$ cat src/verilog/spi_port_defines.svh
// offsets, field positions, reset values and rate constants of the serial port
`ifndef SPI_PORT_DEFINES_SVH
`define SPI_PORT_DEFINES_SVH

// register byte addresses
`define CTL_OFF      8'h00
`define STAT_OFF     8'h04
`define DATA_OFF     8'h0c

// control register fields
`define CTL_IE       7
`define CTL_EN       6
`define CTL_MST      4
`define CTL_CLOCK_IDLE_POLARITY     3
`define CTL_CLOCK_SAMPLE_PHASE     2
`define CTL_RATE_HI  1
`define CTL_RATE_LO  0

// status register fields
`define ST_DONE      7
`define ST_WRITE_COLLISION_FLAG      6
`define ST_MODE_FAULT_FLAG      4

// reset values
`define CTL_RST      8'h00
`define BYTE_RST     8'h00

// bus clock divide ratios per rate select code
`define DIV_RATE0    6'h02
`define DIV_RATE1    6'h04
`define DIV_RATE2    6'h10
`define DIV_RATE3    6'h20

// last edge index of a byte (sixteen clock edges)
`define LAST_EDGE    4'hf

`endif

$ cat src/verilog/spi_port_pkg.sv
// types shared by the serial port modules
package spi_port_pkg;
    typedef logic [7:0] byte_t;
    typedef logic [1:0] rate_t;
    typedef enum logic {MS_IDLE, MS_SHIFT} mst_state_t;
endpackage : spi_port_pkg

$ cat src/verilog/rate_if.sv
// carrier between the port logic and its bit-rate divider
interface rate_if;
    import spi_port_pkg::*;
    logic  run;   // divider counts while high
    rate_t rate;  // rate select code
    logic  tick;  // one-cycle half-period enable
    modport ctl (output run, output rate, input tick);
    modport div (input run, input rate, output tick);
endinterface : rate_if

$ cat src/verilog/spi_master_slave_port.sv
// full-duplex byte serial port, master or slave, with apb registers
// How it works
// - select seen low while master sets the mode-fault flag.
// - one byte out and one in per transfer; one done flag.
// - reads come from receive buffer; write during transfer sets collision.
// - master clock idles until data write, then exactly eight cycles.
// - slave shifts eight bits while selected, then copies to buffer.
// - slave write loads shifter, shifted out only on master clocks.
// - control holds interrupt enable, system enable, role select.
// - polarity bit sets the idle clock level, acts as inverter.
// - phase 0: select low starts, first clock edge samples.
// - phase 1: select only enables output; edges set timing.
// - master rate select divides bus clock by 2, 4, 16, 32.
// - done flag set at byte end; interrupt when enabled.
// - done and collision clear by status read then data access.
// - data writes ignored while done set until status read.
// - slave collision window: phase 0 select low, phase 1 first edge to done; master: whole shift state.
// - status bit 5 and bits 3 to 0 read zero.
// - mode fault clears system enable and master select.
// - mode fault clears by status read then control write.
// - data write starts a transfer only in a master.
// - received byte is dropped when done still set.
// - bytes travel most significant bit first.
// - unselected slave leaves its data output undriven.
// - master presents each bit half a period before latch edge.
`include "spi_port_defines.svh"
module spi_master_slave_port
    import spi_port_pkg::*;
(
    input  wire logic        pclk,      // bus clock, 40 MHz
    input  wire logic        presetn,   // async reset, active low
    input  wire logic        psel,      // apb select
    input  wire logic        penable,   // apb access phase
    input  wire logic        pwrite,    // apb direction
    input  wire logic [7:0]  paddr,     // apb byte address
    input  wire logic [31:0] pwdata,    // apb write data
    output logic      [31:0] prdata,    // apb read data
    output logic             pready,    // apb ready
    output logic             pslverr,   // apb error, unmapped address
    output logic             irq_req,   // interrupt request, level
    input  wire logic        sck_in,    // serial clock pin level
    output logic             sck_out,   // serial clock drive value
    output logic             sck_oe,    // serial clock drive enable
    input  wire logic        mosi_in,   // master-out line level
    output logic             mosi_out,  // master-out drive value
    output logic             mosi_oe,   // master-out drive enable
    input  wire logic        miso_in,   // master-in line level
    output logic             miso_out,  // master-in drive value
    output logic             miso_oe,   // master-in drive enable
    input  wire logic        ss_n_in    // slave select pin, active low
);
    rate_if rif ();

    // control register state
    logic       ie_q, en_q, mst_q, clock_idle_polarity_q, clock_sample_phase_q;
    rate_t      rate_q;
    // status flags and their clear-arming bits
    logic       done_q, write_collision_flag_q, mode_fault_flag_q;
    logic       done_arm_q, write_collision_flag_arm_q, mode_fault_flag_arm_q;
    // shifter state
    byte_t      sh_q, rx_q;
    logic       samp_q, out_q, sck_ph_q, sck_prev_q, sact_q;
    logic [3:0] edge_q;
    mst_state_t state_q, state_d;
    logic [31:0] prdata_q;

    // apb decode
    logic setup_w, acc_w, hit_ctl, hit_st, hit_dat, mapped_w;
    logic wr_ctl, wr_dat, rd_st, acc_dat;
    assign setup_w  = psel && !penable;
    assign acc_w    = psel && penable;
    assign hit_ctl  = (paddr == `CTL_OFF);
    assign hit_st   = (paddr == `STAT_OFF);
    assign hit_dat  = (paddr == `DATA_OFF);
    assign mapped_w = hit_ctl || hit_st || hit_dat;
    assign wr_ctl   = acc_w && pwrite && hit_ctl;
    assign wr_dat   = acc_w && pwrite && hit_dat;
    assign rd_st    = acc_w && !pwrite && hit_st;
    assign acc_dat  = acc_w && hit_dat;
    assign pready   = 1'b1;
    assign pslverr  = acc_w && !mapped_w;
    assign prdata   = prdata_q;

    // register images as software sees them
    byte_t ctl_w, st_w;
    assign ctl_w = {ie_q, en_q, 1'b0, mst_q, clock_idle_polarity_q, clock_sample_phase_q, rate_q};
    assign st_w  = {done_q, write_collision_flag_q, 1'b0, mode_fault_flag_q, 4'h0};

    // read mux for one mapped word
    function automatic byte_t rd_mux(input logic c, input logic s, input logic d,
                                     input byte_t cv, input byte_t sv, input byte_t dv);
        rd_mux = c ? cv : (s ? sv : (d ? dv : 8'h00));
    endfunction : rd_mux

    // role and selection
    logic is_mst, sel_w, mfault;
    assign is_mst = en_q && mst_q;
    assign sel_w  = en_q && !mst_q && !ss_n_in;
    assign mfault = is_mst && !ss_n_in;

    // slave clock edges, polarity folded in as an inverter
    logic sck_n, s_lead, s_trail;
    assign sck_n   = sck_in ^ clock_idle_polarity_q;
    assign s_lead  = sel_w && sck_n && !sck_prev_q;
    assign s_trail = sel_w && !sck_n && sck_prev_q;

    // master clock edges from the divider
    logic m_tick, m_lead, m_trail, lead_w, trail_w, fin_w;
    assign m_tick  = rif.tick && (state_q == MS_SHIFT);
    assign m_lead  = m_tick && !sck_ph_q;
    assign m_trail = m_tick && sck_ph_q;
    assign lead_w  = is_mst ? m_lead : s_lead;
    assign trail_w = is_mst ? m_trail : s_trail;
    assign fin_w   = trail_w && (edge_q == `LAST_EDGE);

    // incoming bit and assembled byte, msb first
    logic din_w;
    byte_t new_byte;
    assign din_w    = is_mst ? miso_in : mosi_in;
    assign new_byte = {sh_q[6:0], clock_sample_phase_q ? din_w : samp_q};

    // transfer window for collision detection
    logic busy_w;
    assign busy_w = is_mst ? (state_q == MS_SHIFT)
                  : (clock_sample_phase_q ? sact_q : sel_w);

    // data write acceptance
    logic wr_ok, col_w, load_w, start_w;
    assign wr_ok   = wr_dat && !(done_q && !done_arm_q);
    assign col_w   = wr_ok && busy_w;
    assign load_w  = wr_ok && !busy_w;
    assign start_w = load_w && is_mst;

    // divider hookup
    assign rif.run  = (state_q == MS_SHIFT);
    assign rif.rate = rate_q;

    rate_divider u_div (
        .pclk    (pclk),
        .presetn (presetn),
        .rif     (rif)
    );

    // pin drive: phase 0 presents the msb at once, phase 1 at lead edge
    logic dout_w;
    assign dout_w   = clock_sample_phase_q ? out_q : sh_q[7];
    assign sck_out  = clock_idle_polarity_q ^ sck_ph_q;
    assign sck_oe   = is_mst;
    assign mosi_out = dout_w;
    assign mosi_oe  = is_mst;
    assign miso_out = dout_w;
    assign miso_oe  = sel_w;
    assign irq_req  = ie_q && (done_q || mode_fault_flag_q);

    // master sequencer
    always_comb begin
        state_d = state_q;
        case (state_q)
            MS_IDLE: begin
                if (start_w) begin
                    state_d = MS_SHIFT;
                end
            end
            MS_SHIFT: begin
                if (fin_w || !is_mst) begin
                    state_d = MS_IDLE;
                end
            end
            default: state_d = MS_IDLE;
        endcase
    end

    always_ff @(posedge pclk or negedge presetn) begin
        if (!presetn) begin
            state_q <= MS_IDLE;
        end else begin
            state_q <= state_d;
        end
    end

    // control register; mode fault forces slave and disabled
    always_ff @(posedge pclk or negedge presetn) begin
        if (!presetn) begin
            {ie_q, en_q, mst_q, clock_idle_polarity_q, clock_sample_phase_q, rate_q} <= 7'h00;
        end else begin
            if (wr_ctl) begin
                ie_q   <= pwdata[`CTL_IE];
                en_q   <= pwdata[`CTL_EN];
                mst_q  <= pwdata[`CTL_MST];
                clock_idle_polarity_q <= pwdata[`CTL_CLOCK_IDLE_POLARITY];
                clock_sample_phase_q <= pwdata[`CTL_CLOCK_SAMPLE_PHASE];
                rate_q <= pwdata[`CTL_RATE_HI:`CTL_RATE_LO];
            end
            if (mfault) begin
                en_q  <= 1'b0;
                mst_q <= 1'b0;
            end
        end
    end

    // read data captured in setup phase
    always_ff @(posedge pclk or negedge presetn) begin
        if (!presetn) begin
            prdata_q <= 32'h0;
        end else if (setup_w && !pwrite) begin
            prdata_q <= {24'h0, rd_mux(hit_ctl, hit_st, hit_dat, ctl_w, st_w, rx_q)};
        end
    end

    // done flag: set wins over the clear
    always_ff @(posedge pclk or negedge presetn) begin
        if (!presetn) begin
            done_q     <= 1'b0;
            done_arm_q <= 1'b0;
        end else begin
            done_q     <= fin_w || (done_q && !(done_arm_q && acc_dat));
            done_arm_q <= done_q && ((rd_st && prdata_q[`ST_DONE])
                          || (done_arm_q && !acc_dat));
        end
    end

    // collision flag: set wins over the clear
    always_ff @(posedge pclk or negedge presetn) begin
        if (!presetn) begin
            write_collision_flag_q     <= 1'b0;
            write_collision_flag_arm_q <= 1'b0;
        end else begin
            write_collision_flag_q     <= col_w || (write_collision_flag_q && !(write_collision_flag_arm_q && acc_dat));
            write_collision_flag_arm_q <= write_collision_flag_q && ((rd_st && prdata_q[`ST_WRITE_COLLISION_FLAG])
                          || (write_collision_flag_arm_q && !acc_dat));
        end
    end

    // mode fault flag, cleared by status read then control write
    always_ff @(posedge pclk or negedge presetn) begin
        if (!presetn) begin
            mode_fault_flag_q     <= 1'b0;
            mode_fault_flag_arm_q <= 1'b0;
        end else begin
            mode_fault_flag_q     <= mfault || (mode_fault_flag_q && !(mode_fault_flag_arm_q && wr_ctl));
            mode_fault_flag_arm_q <= mode_fault_flag_q && ((rd_st && prdata_q[`ST_MODE_FAULT_FLAG])
                          || (mode_fault_flag_arm_q && !wr_ctl));
        end
    end

    // receive buffer, newer byte lost on overrun
    always_ff @(posedge pclk or negedge presetn) begin
        if (!presetn) begin
            rx_q <= `BYTE_RST;
        end else if (fin_w && !done_q) begin
            rx_q <= new_byte;
        end
    end

    // shift register: write loads, trail edge shifts in
    always_ff @(posedge pclk or negedge presetn) begin
        if (!presetn) begin
            sh_q <= `BYTE_RST;
        end else if (load_w) begin
            sh_q <= pwdata[7:0];
        end else if (trail_w) begin
            sh_q <= new_byte;
        end
    end

    // phase 0 latches on lead edge; phase 1 presents on lead edge
    always_ff @(posedge pclk or negedge presetn) begin
        if (!presetn) begin
            samp_q <= 1'b0;
            out_q  <= 1'b0;
        end else if (lead_w) begin
            samp_q <= din_w;
            out_q  <= sh_q[7];
        end
    end

    // edge counter; phase 0 slave restarts on select high
    always_ff @(posedge pclk or negedge presetn) begin
        if (!presetn) begin
            edge_q <= 4'h0;
        end else if (!en_q || start_w || (!is_mst && !clock_sample_phase_q && ss_n_in)) begin
            edge_q <= 4'h0;
        end else if (lead_w || trail_w) begin
            edge_q <= edge_q + 4'h1;
        end
    end

    // master clock phase and slave edge history
    always_ff @(posedge pclk or negedge presetn) begin
        if (!presetn) begin
            sck_ph_q   <= 1'b0;
            sck_prev_q <= 1'b0;
        end else begin
            sck_ph_q   <= (state_q == MS_SHIFT) && (sck_ph_q ^ m_tick);
            sck_prev_q <= sck_n;
        end
    end

    // phase 1 slave transfer window
    always_ff @(posedge pclk or negedge presetn) begin
        if (!presetn) begin
            sact_q <= 1'b0;
        end else if (fin_w || !sel_w) begin
            sact_q <= 1'b0;
        end else if (s_lead && clock_sample_phase_q) begin
            sact_q <= 1'b1;
        end
    end

    logic [4:0] tog_q;
    always_ff @(posedge pclk or negedge presetn) begin
        if (!presetn) begin
            tog_q <= 5'h0;
        end else if (start_w) begin
            tog_q <= 5'h0;
        end else if (m_tick) begin
            tog_q <= tog_q + 5'h1;
        end
    end
endmodule : spi_master_slave_port

$ cat src/verilog/rate_divider.sv
// half-period enable generator for the master serial clock
`include "spi_port_defines.svh"
module rate_divider
    import spi_port_pkg::*;
(
    input  wire logic pclk,     // bus clock
    input  wire logic presetn,  // async reset, active low
    rate_if.div       rif       // run, rate and tick
);
    logic [3:0] cnt_q;
    logic [3:0] half_w;

    // last count of a half period of the selected divide ratio, in bus cycles
    function automatic logic [3:0] half_of(input rate_t r);
        logic [5:0] d;
        logic [4:0] h;
        d = `DIV_RATE0;
        case (r)
            2'h0:    d = `DIV_RATE0;
            2'h1:    d = `DIV_RATE1;
            2'h2:    d = `DIV_RATE2;
            default: d = `DIV_RATE3;
        endcase
        h = d[5:1];
        half_of = 4'(h - 5'h01);
    endfunction : half_of

    // terminal count marks each half period; the divide-by-32 terminal count of 15 fits in four bits
    assign half_w   = half_of(rif.rate);
    assign rif.tick = rif.run && (cnt_q == half_w);

    // counter restarts whenever the shifter is idle
    always_ff @(posedge pclk or negedge presetn) begin
        if (!presetn) begin
            cnt_q <= 4'h0;
        end else if (!rif.run || rif.tick) begin
            cnt_q <= 4'h0;
        end else begin
            cnt_q <= cnt_q + 4'h1;
        end
    end
endmodule : rate_divider

$ cat config.mk
export PLATFORM = sky130hd
export DESIGN_NAME = spi_master_slave_port
export DESIGN_NICKNAME = d
export VERILOG_FILES = /design/src/verilog/spi_port_pkg.sv /design/src/verilog/rate_if.sv /design/src/verilog/spi_master_slave_port.sv /design/src/verilog/rate_divider.sv
export VERILOG_INCLUDE_DIRS = /design/src /design/src/verilog
export SDC_FILE = /design/constraint.sdc
export NUM_CORES = 1
export LEC_CHECK = 0
export ABC_AREA = 1
export BUFFER_PORTS_ARGS = -buffer_cell sky130_fd_sc_hd__clkbuf_2
export CAP_MARGIN = 30
export CORE_ASPECT_RATIO = 1.1
export CORE_MARGIN = 2
export CORE_UTILIZATION = 50
export CTS_CLUSTER_SIZE = 24
export DETAILED_ROUTE_END_ITERATION = 10
export PLACE_DENSITY = 0.78
export SLEW_MARGIN = 20
export SYNTH_ARGS = -nofsm -noshare
export SYNTH_HDL_FRONTEND = slang
export SYNTH_HIERARCHICAL = 1
export SYNTH_SLANG_ARGS = --single-unit
$ cat constraint.sdc
create_clock -name pclk -period 4.17 [get_ports pclk]
set_input_delay 0.834 -clock pclk [delete_from_list [all_inputs] [get_ports pclk]]
set_output_delay 0.834 -clock pclk [all_outputs]
set_load 0.05 [all_outputs]
* After elaboration in Yosys (flattened, before gate mapping)
Cells that the tools add are included.
** Cells by class
- Add/sub/neg operators :: 3
- Eq/ne operators :: 6
- Multiplexer cells :: 25
- Bitwise operators :: 4
- Reductions and logical operators :: 92
** Operators by type and width (count)
- 1-bit logical AND :: 49
- 8-bit 2-to-1 mux :: 5
- 1-bit zero test :: 22
- 1-bit logical OR :: 15
- 1-bit 2-to-1 mux :: 15
- 5-bit one-hot mux with 3 select lines :: 1
- 4-bit 2-to-1 mux :: 3
- 4-bit by 1-bit adder with 4-bit output (second input constant) :: 2
- 8-bit by 3-bit equality test with 1-bit output (second input constant) :: 1
- 8-bit by 4-bit equality test with 1-bit output (second input constant) :: 1
- 8-bit zero test :: 1
- 2-bit nonzero test :: 4
- 4-bit equality test :: 1
- 4-bit equality test (second input constant) :: 1
- 4-bit by 1-bit subtractor with 4-bit output (second input constant) :: 1
- 1-bit bitwise XOR :: 3
- 2-bit by 1-bit equality test with 1-bit output (second input constant) :: 1
- 2-bit equality test (second input constant) :: 1
- 2-bit zero test :: 1
- 1-bit one-hot mux with 2 select lines :: 1
- 1-bit NOT :: 1
** Storage, ports and cells
- Register bits after elaboration :: 51
- Input port bits :: 49
- Output and inout port bits :: 41
- Logic and storage cells :: 153

* Longest topological paths before layout
- Depth in word-level cells :: 12
- Depth in mapped cells :: 19
- Mapped depth without buffers :: 19

* Modules after synthesis
The synthesis kept the hierarchy.
** By module, submodules not included
- spi_master_slave_port :: instances 1, cells each 340, area each 2647.5 um^2, seq. area each 1176.1 um^2
- rate_divider :: instances 1, cells each 41, area each 286.5 um^2, seq. area each 100.1 um^2

* Worst setup path after synthesis
OpenSTA, ideal clock, no wires.
- Kind :: register to output
- Start :: register clock_sample_phase_q
- End :: output port mosi_out
- Arrival time :: 2.006 ns
- Data required time :: 3.336 ns
- Path slack :: 1.330 ns
- Stages on the path, launching flop included :: 4
- Path buffers :: 1
- Cells stage by stage :: dfrtp_1 inv_1 o21ai_0 buf_4
** Between the ends
- Longest elaborated chain between the ends :: 1
** RTL lines
- start, declared :: RTL line spi_master_slave_port.sv:55 : logic ie_q, en_q, mst_q, clock_idle_polarity_q, clock_sample_phase_q;
- start signal, assigned :: RTL line spi_master_slave_port.sv:191 : clock_sample_phase_q <= pwdata[`CTL_CLOCK_SAMPLE_PHASE];
- 1-bit 2-to-1 mux :: RTL line spi_master_slave_port.sv:146 : assign dout_w = clock_sample_phase_q ? out_q : sh_q[7];
- end, declared :: RTL line spi_master_slave_port.sv:45 : output logic mosi_out,
Every way passes these cells.

* Worst setup path in the final report
- Start :: input port paddr[4]
- End :: output port pslverr
** Between the ends
- Longest elaborated chain between the ends :: 5
- Elaborated cells on any way between the ends :: 7
- Classes of those cells :: eq/ne: 2; reduce/logical: 5
** RTL lines
- start, declared :: RTL line spi_master_slave_port.sv:35 : input wire logic [7:0] paddr,
- 8-bit by 3-bit equality test with 1-bit output (no line) / 8-bit zero test (equally long branches)
- 1-bit logical OR :: RTL line spi_master_slave_port.sv:75 : assign mapped_w = hit_ctl || hit_st || hit_dat;
- 1-bit logical OR (*) :: RTL line spi_master_slave_port.sv:75
- 1-bit zero test (*) :: RTL line spi_master_slave_port.sv:81 : assign pslverr = acc_w && !mapped_w;
- 1-bit logical AND (*) :: RTL line spi_master_slave_port.sv:81
- end, declared :: RTL line spi_master_slave_port.sv:39 : output logic pslverr,
Mark *: on every way between the ends. The rest lies on a longest branch, timed or not.

==> results.cfg <==
[run_status]
status = completed

[yosys]
synth-main-ff-cell = dfrtp_1
synth_edf_count = 0
async_reset_ff_share_pct = 100.0
syn-cell-area_um2 = 2934
syn_inst = 381
ys_seq_area_share_pct = 43.50
synth_seq_cells = 51
avgSynthCellArea_um2 = 7.701
yosysWarnings = 6
synth_cell_type_count = 32

[clock_network]
cts.repair.resized = 0
cts_tree = built
clk_pin_slew_ns = 0.09
cts-htree-levels = 2
post_cts_buffers = 0
cts-root-buf = clkbuf_8
cts.sinks = 51
cts.path.max_buffers = 2
hold_buffers = 0
cts_buffers = 5
insertion_delay_ns = 0.30

[die]
io_pins = 90
die_h_um = 84.34
die_area_um2 = 6498
coreArea_um2 = 5733
rows = 29
start_util_pct = 51.18
die_w_um = 77.04

[sta]
hold_viol_final = 0
min_period_over_period_pct = 63.55
fin_crit_ns = 2.650
drv_slew = 0
setup_violations = 0
setup_tns_ns = 0
worst_slew_pin_slew_ns = 0.6799
maxSlewHeadroom_pct = 54.67
fin_skew_ns = 0.004762
fmax_mhz = 377.3
timing.final.ws_setup_ns = 1.520
rsz0062_at_grt = no
holdWs_ns = 0.4873

[worst_setup_path]
critical_path_required_ns = 3.34
arrival_ns = 1.82
cp-start-kind = input port
end_kind = primary output
worstSetupPathType = input port to primary output
critPathMaxFanout = 8

[layout]
fin_nets = 475
fillers = 553
drive_gt1_share_pct = 16.59
area_delta_synth_final_pct = 8.316
layout_common_cells = nand2_1 (100), dfrtp_1 (51), nand3_1 (43), inv_1 (41), clkbuf_2 (40)
layout_commonest_cell = nand2_1
final_core_util_pct = 55.43
diodes = 0

[hold_path]
hold_path_class = register to register

[route]
vias = 2449
wl_per_cell_um = 11.82
drc = 0
drt_first_pass_iters = 4
avgViaCountPerCell = 4.908
drt_iter0_drc = 127
antenna_left = 0
drt-total-wl_mm = 5.898

[global_route]
grt_pass1_vias = 2340
grt-ovfl-total = 0
grt_usage_pct = 19.38
antenna_found_initial = 0
grt_max_degree = 28
grt_pass1_wl_mm = 10.16

[flow_run]
timing.max_cap.violations = 0

[placed_design]
hpwlAfterDp_mm = 4.551
io_buffers = 40
gp_congestion = 0.8624
place_ws_ns = 1.524

[power_and_ir_drop]
seqPwrFrac_pct = 54.0
power_mw = 0.9572
combPwrFrac_pct = 16.8
leakage_nw = 1.762
irDropWorstVdd_mv = 0.2079
clkPwrFrac_pct = 29.2
intPower_mw = 0.6535
swShare_pct = 31.73
p_switching_mw = 0.3037
p_per_area_nw_per_um2 = 301.2
[critical path, stage by stage]
cell      delay (ns)
clkbuf_2        0.08
inv_1           0.04
nand2_1         0.04
nor2_1          0.17
nand2_1         0.23
nand2_1         0.14
nor2_1          0.04
clkbuf_2        0.23
[final timing paths]
check / end / slack (ns) / from / depth (start not counted)
max: pslverr / 1.52 / paddr[4] / 8
min: prdata[5] / 0.49 / prdata[5] / 2
max reg2reg: rx_q[0] / 1.70 / rate_q[1] / 17
min reg2reg: prdata[5] / 0.49 / prdata[5] / 2
max in group asynchronous: sh_q[3] / 2.85 / presetn / 2
min in group asynchronous: mst_q / 0.55 / presetn / 1
[registers in the layout, indices dropped and copies added, names as in the netlist, 2 cells and up]
signal	cells
sh_q	8
edge_q	4
rate_q	2
prdata	8
u_div/cnt_q	4
rx_q	8
[power by group through the flow]
stage | sequential (mW) | combinational [mW] | clock, mW
after floorplan | 0.564 | 0.0990 | 0
after global placement | 0.526 | 0.160 | 0
after detailed placement | 0.527 | 0.162 | 0
after CTS | 0.517 | 0.162 | 0.288
after global routing | 0.519 | 0.173 | 0.306
final | 0.517 | 0.161 | 0.280
[final cells by class]
type | instances | area [µm²] | area share [%]
Multi-Input combinational cell | 275 | 1331 | 41.89
Inverter | 46 | 173.9 | 5.472
Timing Repair Buffer | 42 | 215.2 | 6.772
Clock inverter | 2 | 12.51 | 0.3937
Clock buffer | 6 | 72.57 | 2.283
Sequential cell | 51 | 1276 | 40.16
Tap cell | 77 | 96.34 | 3.031
[Yosys cell counts, types with 3 or more instances]
| library cell | instances | area share (%) |
|---|---|---|
| a21oi_1 | 19 | 3.2 |
| nor2_4 | 3 | 1.2 |
| buf_4 | 27 | 6.9 |
| nand2_1 | 100 | 13 |
| o31ai_1 | 3 | 0.77 |
| o21ai_0 | 13 | 2.2 |
| dfrtp_1 | 51 | 43 |
| nand3_1 | 43 | 7.3 |
| inv_1 | 41 | 5.2 |
| nor2_1 | 32 | 4.1 |
| inv_2 | 4 | 0.51 |
| nand2_4 | 3 | 1.2 |
| xor2_1 | 4 | 1.2 |
| ha_1 | 5 | 2.1 |
| nand4_1 | 5 | 1.1 |
| nand2_2 | 5 | 1.1 |
[layer usage]
metal	track usage [%]	vias to the layer above	wire, µm
li1	-	1237	-
met1	23.85	1135	2606
met2	33.89	69	2919
met3	4.086	8	284
met4	6.656	0	87
met5	0	-	0
[cells by family (layout without fill, tap and decap cells)]
group / Yosys count / in the layout / synth area share (%)
AO/OA/AOI/OAI: 42 / 42 / 8.102
XOR/XNOR: 5 / 5 / 1.492
adder cells (fa/ha/maj): 5 / 5 / 2.132
buffers and inverters: 78 / 96 / 14.07
flip-flops: 51 / 51 / 43.50
other: 2 / 25 / 0.2560
AND/OR/NAND/NOR: 198 / 198 / 30.45
[stage by stage]
step,instance area (µm²),cells
final,3178,499
after global routing,3178,499
after CTS,3178,499
after detailed placement,3093,491
after global placement,3093,491
after floorplan,3020,404
No activity file was read; power rests on OpenSTA's default activity.
